==> src/logic/pat_pkg.sv <==
// pat_pkg: register map, field positions and counts for the pulse
// accumulator and periodic tick block.
// assumes a 32-bit apb bus with byte addresses on paddr.
package pat_pkg;

   // register byte offsets
   localparam logic [7:0] OFS_FLAG  = 8'h00;
   localparam logic [7:0] OFS_CTRL  = 8'h04;
   localparam logic [7:0] OFS_COUNT = 8'h08;
   localparam logic [7:0] OFS_MASK  = 8'h0c;

   // flag and mask bit positions (shared layout)
   localparam int BIT_CWRAP = 7;
   localparam int BIT_TICK  = 6;
   localparam int BIT_AWRAP = 5;
   localparam int BIT_AEDGE = 4;

   // control register fields
   localparam int BIT_AEN   = 6;
   localparam int BIT_AGATE = 5;
   localparam int BIT_APOL  = 4;
   localparam int BIT_C4C5  = 2;
   localparam int RATE_LSB  = 0;

   // writable bits and reset values
   localparam logic [7:0] CTRL_WMASK = 8'h77;
   localparam logic [7:0] MASK_WMASK = 8'hf3;
   localparam logic [7:0] FLAG_IMPL  = 8'hf0;
   localparam logic [7:0] CTRL_RST   = 8'h00;
   localparam logic [7:0] MASK_RST   = 8'h00;
   localparam logic [7:0] FLAG_RST   = 8'h00;

   // divider chain
   localparam int TICK_BASE_LOG2 = 13;
   localparam int DIV_W          = 16;
   localparam int GATE_DIV       = 64;
   localparam logic [15:0] GATE_MASK = 16'(GATE_DIV - 1);

endpackage : pat_pkg

==> src/logic/pat_top.sv <==
// pat_top: pulse accumulator, periodic tick divider, free running
// counter wrap flag, and their flag/mask/control registers on apb.
// assumes one clock, a synchronous active-low reset, and an
// accumulator pin that is asynchronous to clk.
//
// What this block does
// - counter wrap sets flag bit 7
// - tick period end sets bit 6
// - flags clear only by writing one
// - flag bits three to zero read zero
// - tick base is clock over 2^13
// - rate select gives 2^13 to 2^16
// - divider free running, first tick one period
// - tick enable gates tick request
// - accumulator enable turns counting on
// - event mode counts selected pin edge
// - gated mode counts clock/64 ticks
// - polarity bit picks inhibiting pin level
// - select bit picks capture4 or compare5
// - count readable, writable, reset-free
// - count readable while gate inactive
// - increments and reads never collide
// - count wrap sets flag bit 5
// - wrap enable gates request, not flag
// - selected pin edge sets bit 4
// - edge enable gates request, not flag
//
// Decided for this implementation: the register addresses and the APB interface to the registers.

`timescale 1ns/100ps

module pat_top
   import pat_pkg::*;
(
   input  wire logic        clk,
   input  wire logic        resetn,
   input  wire logic [7:0]  paddr,
   input  wire logic        psel,
   input  wire logic        penable,
   input  wire logic        pwrite,
   input  wire logic [31:0] pwdata,
   output logic [31:0]      prdata,
   output logic             pready,
   output logic             pslverr,
   input  wire logic        accum_input_pin,
   output logic [3:0]       timer_irq_req,
   output logic             capture4_compare5_select
);

   ////////////////////////////////////////////////////////////////
   // state

   logic [7:0]       flag_q;
   logic [7:0]       ctrl_q;
   logic [7:0]       mask_q;
   logic [7:0]       count_q;
   logic [15:0]      frc_q;
   logic [DIV_W-1:0] div_q;
   logic             pin_s1_q;
   logic             pin_s2_q;
   logic             pin_prev_q;

   ////////////////////////////////////////////////////////////////
   // bus decode

   logic acc_req;
   logic acc_done;
   logic wr_done;
   logic hit_flag;
   logic hit_ctrl;
   logic hit_count;
   logic hit_mask;
   logic hit_any;

   // a transfer completes on the edge where pready is seen high
   assign acc_req   = psel & penable & ~pready;
   assign acc_done  = psel & penable & pready;
   assign wr_done   = acc_done & pwrite;
   assign hit_flag  = (paddr == OFS_FLAG);
   assign hit_ctrl  = (paddr == OFS_CTRL);
   assign hit_count = (paddr == OFS_COUNT);
   assign hit_mask  = (paddr == OFS_MASK);
   assign hit_any   = hit_flag | hit_ctrl | hit_count | hit_mask;

   // one wait state so read data can come from a flip-flop
   always_ff @(posedge clk)
   begin
      if (!resetn)
         pready <= 1'b0;
      else
         pready <= acc_req;
   end

   // unmapped addresses answer with an error and zero data
   always_ff @(posedge clk)
   begin
      if (!resetn)
         pslverr <= 1'b0;
      else if (acc_req)
         pslverr <= ~hit_any;
      else
         pslverr <= 1'b0;
   end

   // read data captured in the first access cycle
   always_ff @(posedge clk)
   begin
      if (!resetn)
         prdata <= 32'h0000_0000;
      else if (acc_req && !pwrite)
      begin
         prdata <= 32'h0000_0000;
         if (hit_flag)
            prdata[7:0] <= flag_q & FLAG_IMPL;
         if (hit_ctrl)
            prdata[7:0] <= ctrl_q;
         if (hit_count)
            prdata[7:0] <= count_q;
         if (hit_mask)
            prdata[7:0] <= mask_q;
      end
      else
         prdata <= 32'h0000_0000;
   end

   ////////////////////////////////////////////////////////////////
   // control and mask registers

   always_ff @(posedge clk)
   begin
      if (!resetn)
         ctrl_q <= CTRL_RST;
      else if (wr_done && hit_ctrl)
         ctrl_q <= pwdata[7:0] & CTRL_WMASK;
   end

   always_ff @(posedge clk)
   begin
      if (!resetn)
         mask_q <= MASK_RST;
      else if (wr_done && hit_mask)
         mask_q <= pwdata[7:0] & MASK_WMASK;
   end

   logic       acc_en;
   logic       acc_gated;
   logic       acc_pol;
   logic [1:0] rate_sel;

   assign acc_en    = ctrl_q[BIT_AEN];
   assign acc_gated = ctrl_q[BIT_AGATE];
   assign acc_pol   = ctrl_q[BIT_APOL];
   assign rate_sel  = ctrl_q[RATE_LSB +: 2];

   // drives the compare5/capture4 mux in the timer core
   always_ff @(posedge clk)
   begin
      if (!resetn)
         capture4_compare5_select <= 1'b0;
      else
         capture4_compare5_select <= ctrl_q[BIT_C4C5];
   end

   ////////////////////////////////////////////////////////////////
   // free running counter and divider chain

   logic frc_wrap;

   always_ff @(posedge clk)
   begin
      if (!resetn)
         frc_q <= 16'h0000;
      else
         frc_q <= frc_q + 16'h0001;
   end

   assign frc_wrap = (frc_q == 16'hffff);

   // never stopped except by reset, so periods do not depend on
   // when software clears the flag
   always_ff @(posedge clk)
   begin
      if (!resetn)
         div_q <= '0;
      else
         div_q <= div_q + DIV_W'(1);
   end

   logic [DIV_W-1:0] tick_mask;
   logic             tick_hit;
   logic             gate_tick;

   // low 13 to 16 bits all ones marks the end of a period
   always_comb
   begin
      tick_mask = DIV_W'((32'd1 << (TICK_BASE_LOG2 +
                   int'(rate_sel))) - 32'd1);
   end

   assign tick_hit  = ((div_q & tick_mask) == tick_mask);
   assign gate_tick = ((div_q & GATE_MASK) == GATE_MASK);

   ////////////////////////////////////////////////////////////////
   // accumulator pin synchroniser and edge detect

   // pin is asynchronous; the edge rule for the source keeps each
   // level at least two clocks so no edge is missed
   always_ff @(posedge clk)
   begin
      if (!resetn)
      begin
         pin_s1_q   <= 1'b0;
         pin_s2_q   <= 1'b0;
         pin_prev_q <= 1'b0;
      end
      else
      begin
         pin_s1_q   <= accum_input_pin;
         pin_s2_q   <= pin_s1_q;
         pin_prev_q <= pin_s2_q;
      end
   end

   logic pin_rise;
   logic pin_fall;
   logic sel_edge;
   logic gate_open;
   logic acc_inc;

   assign pin_rise  = pin_s2_q & ~pin_prev_q;
   assign pin_fall  = ~pin_s2_q & pin_prev_q;
   assign sel_edge  = acc_pol ? pin_rise : pin_fall;
   // polarity names the level that inhibits counting
   assign gate_open = pin_s2_q ^ acc_pol;

   always_comb
   begin
      acc_inc = 1'b0;
      if (acc_en)
      begin
         if (acc_gated)
            acc_inc = gate_tick & gate_open;
         else
            acc_inc = sel_edge;
      end
   end

   ////////////////////////////////////////////////////////////////
   // accumulator count, deliberately outside reset

   logic acc_wrap;

   assign acc_wrap = acc_inc & (count_q == 8'hff);

   // a software write wins over an increment in the same cycle;
   // reads were sampled one edge earlier, so a read never sees a
   // half-updated count
   always_ff @(posedge clk)
   begin
      if (wr_done && hit_count)
         count_q <= pwdata[7:0];
      else if (acc_inc)
         count_q <= count_q + 8'h01;
   end

   ////////////////////////////////////////////////////////////////
   // flag register

   logic [7:0] flag_set;
   logic [7:0] flag_clr;

   always_comb
   begin
      flag_set            = 8'h00;
      flag_set[BIT_CWRAP] = frc_wrap;
      flag_set[BIT_TICK]  = tick_hit;
      flag_set[BIT_AWRAP] = acc_wrap;
      flag_set[BIT_AEDGE] = acc_en & sel_edge;
   end

   // ones clear, zeros keep; a same-cycle set beats the clear
   assign flag_clr = (wr_done && hit_flag) ?
                     (pwdata[7:0] & FLAG_IMPL) : 8'h00;

   always_ff @(posedge clk)
   begin
      if (!resetn)
         flag_q <= FLAG_RST;
      else
         flag_q <= ((flag_q & ~flag_clr) | flag_set) & FLAG_IMPL;
   end

   ////////////////////////////////////////////////////////////////
   // request outputs, one per flag bit 7..4

   genvar gi;
   generate
      for (gi = 0; gi < 4; gi++)
      begin : g_req
         // mask never touches the flag, only its request
         always_ff @(posedge clk)
         begin
            if (!resetn)
               timer_irq_req[gi] <= 1'b0;
            else
               timer_irq_req[gi] <= flag_q[gi+4] &
                                    mask_q[gi+4];
         end
      end
   endgenerate

   ////////////////////////////////////////////////////////////////
   // checks

   chk_cwrap_set: assert property (
      @(posedge clk) disable iff (!resetn)
      frc_q == 16'hffff |=> flag_q[BIT_CWRAP])
      else $error("counter wrap flag not set");

   chk_tick_set: assert property (
      @(posedge clk) disable iff (!resetn)
      tick_hit |=> flag_q[BIT_TICK])
      else $error("tick flag not set at period end");

   chk_tick_base: assert property (
      @(posedge clk) disable iff (!resetn)
      tick_hit |-> div_q[TICK_BASE_LOG2-1:0] == 13'h1fff)
      else $error("tick outside base period");

   chk_flag_clear: assert property (
      @(posedge clk) disable iff (!resetn)
      wr_done && hit_flag && pwdata[BIT_AEDGE] &&
      !flag_set[BIT_AEDGE] |=> !flag_q[BIT_AEDGE])
      else $error("edge flag not cleared by one");

   chk_flag_keep: assert property (
      @(posedge clk) disable iff (!resetn)
      flag_q[BIT_AWRAP] && !(wr_done && hit_flag &&
      pwdata[BIT_AWRAP]) |=> flag_q[BIT_AWRAP])
      else $error("wrap flag lost without a one");

   chk_low_zero: assert property (
      @(posedge clk) disable iff (!resetn)
      acc_req && !pwrite && hit_flag |=> prdata[3:0] == 4'h0)
      else $error("flag low bits not zero");

   chk_event_inc: assert property (
      @(posedge clk) disable iff (!resetn)
      acc_en && !acc_gated && sel_edge && !(wr_done && hit_count)
      |=> count_q == $past(count_q) + 8'h01)
      else $error("event edge not counted");

   chk_gate_hold: assert property (
      @(posedge clk) disable iff (!resetn)
      acc_gated && !gate_open && !(wr_done && hit_count)
      |=> count_q == $past(count_q))
      else $error("count moved while gate shut");

   chk_awrap_set: assert property (
      @(posedge clk) disable iff (!resetn)
      acc_inc && count_q == 8'hff && !(wr_done && hit_count)
      |=> count_q == 8'h00 && flag_q[BIT_AWRAP])
      else $error("count wrap flag not set");

   chk_edge_flag: assert property (
      @(posedge clk) disable iff (!resetn)
      acc_en && sel_edge |=> flag_q[BIT_AEDGE])
      else $error("edge flag not set");

   chk_req_gate: assert property (
      @(posedge clk) disable iff (!resetn)
      ##1 timer_irq_req[0] == ($past(flag_q[BIT_AEDGE]) &&
      $past(mask_q[BIT_AEDGE])))
      else $error("edge request not gated by mask");

   chk_tick_req: assert property (
      @(posedge clk) disable iff (!resetn)
      flag_q[BIT_TICK] && mask_q[BIT_TICK] |=> timer_irq_req[2])
      else $error("tick request missing");

   chk_apb_wait: assert property (
      @(posedge clk) disable iff (!resetn)
      acc_req |=> pready ##1 !pready)
      else $error("pready not one cycle after access");

endmodule : pat_top

==> config.mk <==
export PLATFORM = sky130hd
export DESIGN_NAME = pat_top
export DESIGN_NICKNAME = d
export VERILOG_FILES = /design/src/logic/pat_pkg.sv /design/src/logic/pat_top.sv
export SDC_FILE = /design/constraint.sdc
export NUM_CORES = 1
export LEC_CHECK = 0
export ABC_AREA = 0
export BUFFER_PORTS_ARGS = -buffer_cell sky130_fd_sc_hd__clkbuf_2
export CAP_MARGIN = 20
export CORE_MARGIN = 2
export CORE_UTILIZATION = 52
export CTS_BUF_LIST = sky130_fd_sc_hd__clkbuf_8
export DETAILED_ROUTE_END_ITERATION = 12
export PLACE_DENSITY = 0.78
export REMOVE_ABC_BUFFERS = 1
export SYNTH_ARGS = -nofsm -noshare
export SYNTH_HDL_FRONTEND = slang
export SYNTH_SLANG_ARGS = --single-unit
==> constraint.sdc <==
create_clock -name clk -period 1.9 [get_ports clk]
set_clock_uncertainty 0.1 [all_clocks]
set_input_delay 0 -clock clk [delete_from_list [all_inputs] [get_ports clk]]
set_output_delay 0 -clock clk [all_outputs]
set_load 0.01 [all_outputs]
==> results.sh, run 1 <==
export IMPL_synth_enable_flop_cells=8
export IMPL_number_of_global_route_vias_before_repair=2551
export IMPL_critPathBufInv=3
export IMPL_design_final_nets=476
export IMPL_grt_overflow_total=0
export IMPL_power_share_clock=0.454
export IMPL_min_delay_start="resetn"
export IMPL_cts_tree="yes"
export IMPL_area_contributors_post_synth="sky130_fd_sc_hd__dfxtp_1 (40%), sky130_fd_sc_hd__edfxtp_1 (7.3%), sky130_fd_sc_hd__buf_4 (5.5%)"
export IMPL_clkLatencyLatePin_ns=0.35
export IMPL_fmax_ghz=0.565
export IMPL_p_switching_w=0.000717
export IMPL_finalSetupViolations=0
export IMPL_drtPass1Iterations=4
export IMPL_die_h_um=83.4
export IMPL_maximum_level_of_the_cts_h_tree=3
export IMPL_synth_ff_latch_count=74
export IMPL_viasPerCell=5.38
export IMPL_area_growth_pct=21.0
export IMPL_grt_max_degree=20
export IMPL_clock_tree_root_cell="sky130_fd_sc_hd__clkbuf_8"
export IMPL_grt_usage=0.206
export IMPL_detailroute_via_count=2726
export IMPL_synth_compound_area_share=0.0894
export IMPL_drt_wirelength_per_cell_um=14.0
export IMPL_timing_max_transition_violations_final=0
export IMPL_worst_ep_arrival_time_ns=1.92
export IMPL_cell_type_with_the_highest_aggregate_area_in_the_netlist="sky130_fd_sc_hd__dfxtp_1"
export IMPL_internal_power_w=0.00254
export IMPL_core_rowCount=28
export IMPL_synth_adder_area_share=0.0115
export IMPL_synth_xor_area_frac=0.0722
export IMPL_power_density_nw_per_um2=822
export IMPL_worstReg2RegStart="frc_q[0]$_SDFF_PN0_"
export IMPL_synth_flop_cell="sky130_fd_sc_hd__dfxtp_1"
export IMPL_synth_simple_gate_area_share=0.246
export IMPL_antennaDiodeCount=0
export IMPL_antenna_violating_nets_post_route=0
export IMPL_initial_utilization=0.547
export IMPL_crit_type="primary input to flip-flop"
export IMPL_post_synth_inst_count=359
export IMPL_design_portCount=85
export IMPL_layout_worst_path_cycle_share=0.931
export IMPL_post_synth_mux_area_share=0.0241
export IMPL_final_common_cell="sky130_fd_sc_hd__dfxtp_1"
export IMPL_timing_critical_path_max_delay_family="buffers and inverters"
export IMPL_synth_seq_area_share=0.477
export IMPL_synth_cell_type_count=46
export IMPL_placedInstanceArea_um2=3500
export IMPL_max_clock_path_buffers=2
export IMPL_io_buffers=36
export IMPL_fillerInstances=472
export IMPL_power_combinational_fraction=0.054
export IMPL_synthArstFlopShare=0
export IMPL_final_design_area_no_fill_um2=3960
export IMPL_timing_critical_path_to_type="flip-flop"
export IMPL_coreArea_um2=5990
export IMPL_cts_reportedPaths_clkPinSlew_ns=0.08
export IMPL_switching_share=0.220
export IMPL_dominant_combinational_cell_family_by_area_after_synthesis="simple AND/OR/NAND/NOR gates"
export IMPL_static_leakage_power_nw=1.55
export IMPL_max_cap_violations=0
export IMPL_post_synth_instance_area_um2=3270
export IMPL_grt_pass1_wl_um=11500
export IMPL_synth_largest_type_area_fraction=0.404
export IMPL_cpMaxStageDelayCell="sky130_fd_sc_hd__dlygate4sd3_1"
export IMPL_final_min_clock_period_ns=1.77
export IMPL_worstSetupStartpointType="primary input"
export IMPL_cp_cell_sequence="dlygate4sd3_1 -> clkbuf_2 -> nor4_4 -> nand4_1 -> nand2_1 -> o21ai_0 -> dlygate4sd3_1"
export IMPL_critical_path_max_stage_delay_ns=0.55
export IMPL_tritoncts_num_buffers=9
export IMPL_die_area_um2=6950
export IMPL_status="complete, no violations"
export IMPL_floorplan_die_width_um=83.4
export IMPL_place_detailed_hpwl_um=4820
export IMPL_layout_cell_share_with_drive_strength_beyond_1=0.183
export IMPL_setup_tns_final_ns=0
export IMPL_cp_required_ns=2.05
export IMPL_timing_critical_path_fanout_max=6
export IMPL_route_detailed_drc=0
export IMPL_crit_path_start="paddr[6]"
export IMPL_synth_yosys_warnings=0
export IMPL_layout_cells_most_common_list="sky130_fd_sc_hd__dfxtp_1 (66), sky130_fd_sc_hd__nor2_1 (41), sky130_fd_sc_hd__clkbuf_2 (36), sky130_fd_sc_hd__nand2_1 (27), sky130_fd_sc_hd__nand3_1 (25)"
export IMPL_grt_antenna_before_repair=0
export IMPL_numClockSinks=74
export IMPL_ir_worst_vdd_v=0.000543
export IMPL_critPathMostFrequentCell="sky130_fd_sc_hd__dlygate4sd3_1"
export IMPL_sequentialPowerShare=0.492
export IMPL_avgSynthCellArea_um2=9.12
export IMPL_finish_utilization=0.661
export IMPL_finalHoldViolCount=0
export IMPL_hp_class="primary input to flip-flop"
export IMPL_drt_initial_drc_count=163
export IMPL_routed_wirelength_um=7080
export IMPL_place_congestion=0.888
## path summary, 6_finish.rpt
| kind | end | cells after the start | slack [ns] |
|---|---|---|---|
| worst min register to register | pin_s2_q$_SDFF_PN0_ | 1 | 0.33 |
| worst max-delay path | ctrl_q[2]$_SDFFE_PN0P_ | 7 | 0.13 |
| worst max register to register | frc_q[14]$_SDFF_PN0_ | 5 | 0.15 |
| worst min-delay path | mask_q[7]$_SDFFE_PN0P_ | 4 | 0.03 |
## sequential cells by signal, summed over array words and instances, names as in the netlist
| name | flops |
|---|---|
| timer_irq_req | 4 |
| pin_s1_q | 1 |
| pin_s2_q | 1 |
| frc_q | 16 |
| count_q | 8 |
| div_q | 16 |
| mask_q | 6 |
| ctrl_q | 6 |
| pslverr | 1 |
| prdata | 8 |
| flag_q | 4 |
| pready | 1 |
| capture4_compare5_select | 1 |
| pin_prev_q | 1 |
## kinds of logic after synthesis
| kind of cell | after synthesis |
|---|---|
| multiplexers | 4 |
| flip-flops | 74 |
| buffers and inverters | 43 |
| XOR/XNOR | 27 |
| AND/OR/NAND/NOR | 157 |
| other | 1 |
| AO/OA/AOI/OAI | 50 |
| adder cells (fa/ha/maj) | 3 |
## power groups by stage
stage	Clock (W)	Combinational, W	Sequential, W
after detailed placement	0	0.000143	0.00164
final	0.00148	0.000176	0.00160
after CTS	0.00150	0.000173	0.00160
after global placement	0	0.000141	0.00164
after global routing	0.00157	0.000191	0.00160
after floorplan	0	0.0000709	0.00164
## cell type report
| type | instances | area [um2] | area share |
|---|---|---|---|
| clock buffers | 9 | 124 | 0.0313 |
| well taps | 75 | 93.8 | 0.0237 |
| repair buffers | 71 | 493 | 0.124 |
| clock inverters | 7 | 118 | 0.0297 |
| flip-flops and latches | 74 | 1560 | 0.394 |
| multi-input cells | 265 | 1550 | 0.391 |
| inverters | 6 | 22.5 | 0.00568 |
## synthesized netlist by cell type, types with 2 or more instances
cell type and instances:
sky130_fd_sc_hd__a21oi_1 17, sky130_fd_sc_hd__a31o_2 2, sky130_fd_sc_hd__and2_1 7, sky130_fd_sc_hd__and3_1 8, sky130_fd_sc_hd__and4_1 2, sky130_fd_sc_hd__buf_4 24
sky130_fd_sc_hd__clkbuf_1 11, sky130_fd_sc_hd__dfxtp_1 66, sky130_fd_sc_hd__edfxtp_1 8, sky130_fd_sc_hd__ha_1 3, sky130_fd_sc_hd__inv_1 6, sky130_fd_sc_hd__mux4_2 3
sky130_fd_sc_hd__nand2_1 28, sky130_fd_sc_hd__nand3_1 26, sky130_fd_sc_hd__nand4_1 8, sky130_fd_sc_hd__nor2_1 41, sky130_fd_sc_hd__nor2b_1 4, sky130_fd_sc_hd__nor3_1 7
sky130_fd_sc_hd__nor4_1 8, sky130_fd_sc_hd__o21ai_0 20, sky130_fd_sc_hd__o31ai_1 2, sky130_fd_sc_hd__or3_1 7, sky130_fd_sc_hd__or4_1 3, sky130_fd_sc_hd__xnor2_1 16
sky130_fd_sc_hd__xor2_1 11
## what timing repair did
item                                   in CTS  in global routing
hold buffers                               20                  0
setup endpoints to repair                   0                 10
endpoints found under the hold margin      30                  0
gates resized for setup                     0                  3
buffers inserted                            0                  1
## metal layers
metal / vias to the layer above / part of all wire / global-route usage
met5: - / 0 / 0
met3: 17 / 0.069 / 0.0666
met1: 1277 / 0.42 / 0.243
met2: 86 / 0.49 / 0.337
met4: 0 / 0.022 / 0.0999
li1: 1346 / - / -
## metrics by stage
stage                     hold WS [ns]  power (W)  setup WS [ns]  cells
after floorplan                 0.0217    0.00171         0.0799    345
after global placement           0.110    0.00178          0.139    470
after detailed placement         0.112    0.00178         0.0893    470
after CTS                       0.0348    0.00328         0.0676    506
after global routing            0.0493    0.00337        -0.0215    507
final                           0.0323    0.00326          0.132    507
## worst reg2reg max path, delay by kind of cell (launching register included)
kind                       cells  cell delay [ns]
DFF                            1             0.42
adders and majority gates      1             0.28
and+or+nand+nor                3             0.68
xor gates and xnor gates       1             0.17
No activity file was read; power rests on OpenSTA's default activity.
==> run 2, diff against run 1 <==
--- a/config.mk
+++ b/config.mk
@@ -12,7 +12,7 @@
 export CORE_UTILIZATION = 52
 export CTS_BUF_LIST = sky130_fd_sc_hd__clkbuf_8
 export DETAILED_ROUTE_END_ITERATION = 12
-export PLACE_DENSITY = 0.78
+export PLACE_DENSITY_LB_ADDON = 0.05
 export REMOVE_ABC_BUFFERS = 1
 export SYNTH_ARGS = -nofsm -noshare
 export SYNTH_HDL_FRONTEND = slang
==> run 2 against run 1 <==
Against the previous run:
- routed wire length fell by 5.3%
- cell area fell by 3.1%
- critical path depth is 3 lower
- maximum frequency is 1.1% higher
- sequential share of layout area rose by 1.2 points
- register-to-register slack is essentially flat
- combinational power shrank 4%
- first-iteration DRC count decreased by 18%
- critical path type is now flip-flop to flip-flop
- largest cell class is now multi-input combinational cells
- largest power group unchanged
==> results.sh, run 2 (synthesized netlist as in run 1, its figures left out) <==
export IMPL_status="complete, no violations"
export IMPL_worstRegToRegCells=4
export IMPL_layout_top_registers="div_q x16, frc_q x16"
export IMPL_layout_cell_share_with_drive_strength_beyond_1=0.178
export IMPL_cts_tree="yes"
export IMPL_critical_path_max_stage_delay_ns=0.47
export IMPL_cp_cell_sequence="nand3_2 -> or3_1 -> or4_1 -> a21oi_1"
export IMPL_io_buffers=36
export IMPL_worst_setup_path_endpoint="div_q[15]$_SDFF_PN0_"
export IMPL_core_rowCount=28
export IMPL_timing_critical_path_fanout_max=5
export IMPL_number_of_global_route_vias_before_repair=2530
export IMPL_die_area_um2=6950
export IMPL_timing_reg2reg_setup_slack_ns=0.15
export IMPL_crit_type="flip-flop to flip-flop"
export IMPL_crit_path_start="div_q[2]$_SDFF_PN0_"
export IMPL_tritoncts_num_buffers=9
export IMPL_grt_overflow_total=0
export IMPL_dr_max_layer_used="met4"
export IMPL_die_h_um=83.4
export IMPL_fillerInstances=555
export IMPL_layout_cells_most_common_list="sky130_fd_sc_hd__dfxtp_1 (66), sky130_fd_sc_hd__nor2_1 (41), sky130_fd_sc_hd__clkbuf_2 (36), sky130_fd_sc_hd__nand2_1 (27)"
export IMPL_timing_max_transition_violations_final=0
export IMPL_detailroute_via_count=2660
export IMPL_final_common_cell="sky130_fd_sc_hd__dfxtp_1"
export IMPL_design_portCount=85
export IMPL_min_delay_start="paddr[2]"
export IMPL_floorplan_die_width_um=83.4
export IMPL_antennaDiodeCount=0
export IMPL_initial_utilization=0.547
export IMPL_worstReg2RegStart="div_q[2]$_SDFF_PN0_"
export IMPL_cts_reportedPaths_clkPinSlew_ns=0.07
export IMPL_routedLengthMet1_um=3030
export IMPL_finalSetupViolations=0
export IMPL_viasPerCell=5.30
export IMPL_max_cap_violations=0
export IMPL_finalHoldViolCount=0
export IMPL_numClockSinks=74
export IMPL_stdcell_count=502
export IMPL_timing_critical_path_to_type="flip-flop"
export IMPL_max_clock_path_buffers=2
export IMPL_layout_worst_path_cycle_share=0.921
export IMPL_fmax_ghz=0.572
export IMPL_worst_ep_arrival_time_ns=1.92
export IMPL_r2r_end="div_q[15]$_SDFF_PN0_"
export IMPL_antenna_violating_nets_post_route=0
export IMPL_route_met2_wl_um=3130
export IMPL_routed_wirelength_um=6700
export IMPL_grt_pass1_wl_um=11600
export IMPL_design_final_nets=471
export IMPL_register_area_um2=1560
export IMPL_cpMaxStageDelayCell="sky130_fd_sc_hd__or3_1"
export IMPL_drt_initial_drc_count=133
export IMPL_route_detailed_drc=0
export IMPL_ir_worst_vdd_v=0.000476
export IMPL_grt_antenna_before_repair=0
export IMPL_worstSetupStartpointType="flip-flop"
export IMPL_multiInputGateArea_um2=1570
export IMPL_power_density_nw_per_um2=715
export IMPL_drt_wirelength_per_cell_um=13.3
export IMPL_grt_max_degree=30
export IMPL_hp_class="primary input to flip-flop"
export IMPL_setup_repair_after_global_routing_missed_its_margin="no"
export IMPL_clock_tree_root_cell="sky130_fd_sc_hd__clkbuf_8"
export IMPL_total_met3_wirelength_after_detailed_routing_um=396
export IMPL_grt_usage=0.205
export IMPL_drtPass1Iterations=5
export IMPL_place_congestion=0.763
export IMPL_clkLatencyLatePin_ns=0.33
export IMPL_area_growth_pct=17.3
export IMPL_place_detailed_hpwl_um=4570
export IMPL_cp_required_ns=2.07
export IMPL_final_min_clock_period_ns=1.75
export IMPL_dpl_cell_count=470
export IMPL_coreArea_um2=5990
export IMPL_maximum_level_of_the_cts_h_tree=3
export IMPL_post_cts_setup_buffer_count=0
export IMPL_setup_tns_final_ns=0
export IMPL_static_leakage_power_nw=1.49
## run 2: cell types whose count changed in the layout (fill, tap and decap cells not counted), sizes merged
cell | previous run | this run
inv | 9 | 8
clkinv | 1 | 5
buf | 15 | 14
bufinv | 3 | 0
dlygate4sd3 | 20 | 16
## run 2: routing by layer
layer	up-vias	global-route usage
met4	0	0.0730
met2	87	0.334
met1	1220	0.261
met3	13	0.0547
met5	-	0
li1	1340	-
## run 2: how the worst min path moves through the flow
stage | endpoint | slack [ns] | cells after the start
2_1_floorplan | div_q[1]$_SDFF_PN0_ | 0.02 | 1
3_3_place_gp | pin_s1_q$_SDFF_PN0_ | 0.11 | 2
3_5_place_dp | pin_s1_q$_SDFF_PN0_ | 0.12 | 2
4_1_cts | prdata[1]$_SDFF_PN0_ | 0.02 | 4
5_1_grt | prdata[1]$_SDFF_PN0_ | 0.04 | 3
6_report | prdata[1]$_SDFF_PN0_ | 0.04 | 3
## run 2: power by group
group	switching, W	internal (W)
clock	0.000530	0.000447
sequential	0.0000128	0.00159
combinational	0.0000970	0.0000718
## run 2: per-stage QoR
step / util / total power (W) / setup slack [ns] / instance area, um2 / hold slack, ns
finish: 0.641 / 0.00275 / 0.151 / 3840 / 0.0411
global route: 0.641 / 0.00289 / 0.0395 / 3840 / 0.0430
CTS: 0.637 / 0.00279 / 0.100 / 3820 / 0.0187
detailed placement: 0.585 / 0.00178 / 0.139 / 3500 / 0.117
global placement: 0.585 / 0.00178 / 0.136 / 3500 / 0.106
floorplan: - / 0.00171 / 0.0799 / 3120 / 0.0217
## run 2: cell type report
class                      count  share of cell area
timing repair buffer          66               0.116
multi-input combinational    265               0.407
sequential                    74               0.407
clock inverter                 7             0.00749
inverter                       6             0.00586
clock buffer                   9              0.0322
tap                           75              0.0244
## run 2: worst max-delay path: cells and delay by family (launching register included)
kind | cells | cell delay [ns]
compound gates | 1 | 0.14
simple gates | 3 | 1.03
flops | 1 | 0.42
## run 2: timing repair
| item | in CTS | in global routing |
|---|---|---|
| hold buffers | 16 | 0 |
| setup endpoints to repair | 0 | 4 |
| resized for setup | 0 | 5 |
| endpoints found under the hold margin | 28 | 0 |
==> run 3, diff against run 2 <==
==> constraint.sdc (replaced) <==
create_clock -name clk -period 1.78 [get_ports clk]
set_clock_uncertainty 0.1 [all_clocks]
set_input_delay 0 -clock clk [delete_from_list [all_inputs] [get_ports clk]]
set_output_delay 0 -clock clk [all_outputs]
set_load 0.01 [all_outputs]
==> run 3 against run 2 <==
Against the previous run:
- cell area grew 4.4%
- largest power group unchanged
- non-clock buffer count grew 8
- sequential power grew 7%
- largest cell class is now sequential cells
- flip-flop and latch count is the same
- critical endpoint is now prdata[0]$_SDFF_PN0_
==> results.sh, run 3 (synthesized netlist as in run 1, its figures left out) <==
export IMPL_floorplan_die_width_um=83.4
export IMPL_place_congestion=0.787
export IMPL_grt_antenna_before_repair=0
export IMPL_timing_critical_path_fanout_max=4
export IMPL_switching_share=0.206
export IMPL_layout_cells_most_common_list="sky130_fd_sc_hd__dfxtp_1 (65), sky130_fd_sc_hd__nor2_1 (40), sky130_fd_sc_hd__clkbuf_2 (36), sky130_fd_sc_hd__nand2_1 (28), sky130_fd_sc_hd__nand3_1 (25)"
export IMPL_sequentialPowerShare=0.488
export IMPL_layout_top_registers="div_q x16, frc_q x16"
export IMPL_design_portCount=85
export IMPL_place_detailed_hpwl_um=4650
export IMPL_drt_initial_drc_count=109
export IMPL_worstRegToRegCells=5
export IMPL_timing_max_transition_violations_final=0
export IMPL_grt_max_degree=22
export IMPL_final_design_area_no_fill_um2=4010
export IMPL_dpl_cell_count=478
export IMPL_grt_usage=0.205
export IMPL_tritoncts_num_buffers=9
export IMPL_worst_ep_arrival_time_ns=1.84
export IMPL_status="complete, no violations"
export IMPL_multiInputGateArea_um2=1560
export IMPL_static_leakage_power_nw=1.57
export IMPL_final_common_cell="sky130_fd_sc_hd__dfxtp_1"
export IMPL_timing_critical_path_to_type="flip-flop"
export IMPL_hp_class="primary input to flip-flop"
export IMPL_design_final_nets=479
export IMPL_die_area_um2=6950
export IMPL_worstReg2RegStart="div_q[1]$_SDFF_PN0_"
export IMPL_die_h_um=83.4
export IMPL_core_rowCount=28
export IMPL_fillerInstances=507
export IMPL_route_detailed_drc=0
export IMPL_worstSetupStartpointType="primary input"
export IMPL_finalHoldViolCount=0
export IMPL_setup_repair_after_global_routing_missed_its_margin="no"
export IMPL_layout_worst_path_cycle_share=0.980
export IMPL_fmax_ghz=0.573
export IMPL_viasPerCell=5.20
export IMPL_power_combinational_fraction=0.054
export IMPL_post_cts_setup_buffer_count=0
export IMPL_grt_pass1_wl_um=11400
export IMPL_register_area_um2=1560
export IMPL_worstHoldPathCells=3
export IMPL_max_cap_violations=0
export IMPL_final_min_clock_period_ns=1.74
export IMPL_cts_tree="yes"
export IMPL_io_buffers=36
export IMPL_cts_reportedPaths_clkPinSlew_ns=0.08
export IMPL_stdcell_count=510
export IMPL_drtPass1Iterations=4
export IMPL_placedInstanceArea_um2=3580
export IMPL_number_of_global_route_vias_before_repair=2546
export IMPL_power_share_clock=0.458
export IMPL_r2r_end="div_q[14]$_SDFF_PN0_"
export IMPL_clkLatencyLatePin_ns=0.34
export IMPL_crit_type="primary input to flip-flop"
export IMPL_internal_power_w=0.00278
export IMPL_max_clock_path_buffers=2
export IMPL_setup_tns_final_ns=0
export IMPL_grt_overflow_total=0
export IMPL_initial_utilization=0.547
export IMPL_routed_wirelength_um=6740
export IMPL_antenna_violating_nets_post_route=0
export IMPL_layout_cell_share_with_drive_strength_beyond_1=0.207
export IMPL_coreArea_um2=5990
export IMPL_antennaDiodeCount=0
export IMPL_p_switching_w=0.000720
export IMPL_power_density_nw_per_um2=873
export IMPL_ir_worst_vdd_v=0.000514
export IMPL_drt_wirelength_per_cell_um=13.2
export IMPL_detailroute_via_count=2652
export IMPL_maximum_level_of_the_cts_h_tree=3
export IMPL_cp_required_ns=1.88
export IMPL_min_delay_start="paddr[2]"
export IMPL_finalSetupViolations=0
export IMPL_numClockSinks=74
export IMPL_timing_reg2reg_setup_slack_ns=0.10
export IMPL_hold_endpoint="prdata[1]$_SDFF_PN0_"
export IMPL_clock_tree_root_cell="sky130_fd_sc_hd__clkbuf_8"
export IMPL_area_growth_pct=22.5
## run 3: worst max path at each step
stage	from	end	slack (ns)
3_5_place_dp	div_q[0]$_SDFF_PN0_	div_q[14]$_SDFF_PN0_	0.007
2_1_floorplan	pready$_SDFF_PN0_	count_q[0]$_DFFE_PP_	-0.04
3_3_place_gp	div_q[0]$_SDFF_PN0_	div_q[14]$_SDFF_PN0_	0.04
6_report	paddr[6]	prdata[0]$_SDFF_PN0_	0.04
5_1_grt	ctrl_q[4]$_SDFFE_PN0P_	count_q[2]$_DFFE_PP_	0.007
4_1_cts	div_q[0]$_SDFF_PN0_	count_q[2]$_DFFE_PP_	0.03
## run 3: area by class of cell
type,instances,area share
Clock inverter,5,0.0253
Sequential cell,74,0.390
Tap cell,75,0.0234
Multi-Input combinational cell,265,0.389
Clock buffer,11,0.0377
Timing Repair Buffer,74,0.129
Inverter,6,0.00561
## run 3: metal layers
layer  track usage  up-vias  share of wire
met5             0        -              0
met2         0.337       77           0.48
met3        0.0497        6          0.054
li1              -     1351              -
met1         0.259     1218           0.45
met4        0.0805        0          0.014
## run 3: through the flow
| stage | util | hold WS, ns | total power [W] | setup WS [ns] |
|---|---|---|---|---|
| 2_1_floorplan | - | 0.0217 | 0.00182 | -0.0401 |
| 3_3_place_gp | 0.597 | 0.106 | 0.00191 | 0.0417 |
| 3_5_place_dp | 0.597 | 0.115 | 0.00191 | 0.00671 |
| 4_1_cts | 0.667 | 0.0184 | 0.00353 | 0.0339 |
| 5_1_grt | 0.670 | 0.0316 | 0.00363 | 0.00718 |
| 6_report | 0.670 | 0.0497 | 0.00350 | 0.0355 |
## run 3: timing repair
action	4_1_cts	5_1_grt
hold endpoints to repair	28	0
endpoints found under the setup margin	1	13
gates resized for setup	1	6
cloned	0	0
hold buffers	16	0
## run 3: power by group through the flow
stage / Sequential [W] / Combinational (W) / Clock (W)
floorplan: 0.00175 / 0.0000757 / 0
global placement: 0.00175 / 0.000160 / 0
detailed placement: 0.00175 / 0.000161 / 0
CTS: 0.00171 / 0.000188 / 0.00163
global route: 0.00171 / 0.000212 / 0.00171
finish: 0.00171 / 0.000190 / 0.00160
## run 3: worst max-delay path, cell delays in order
cell and delay [ns]:
sky130_fd_sc_hd__dlygate4sd3_1 0.54, sky130_fd_sc_hd__clkbuf_2 0.12, sky130_fd_sc_hd__nor4_4 0.23, sky130_fd_sc_hd__nand2_2 0.09, sky130_fd_sc_hd__or3_1 0.42, sky130_fd_sc_hd__nor4_1 0.45
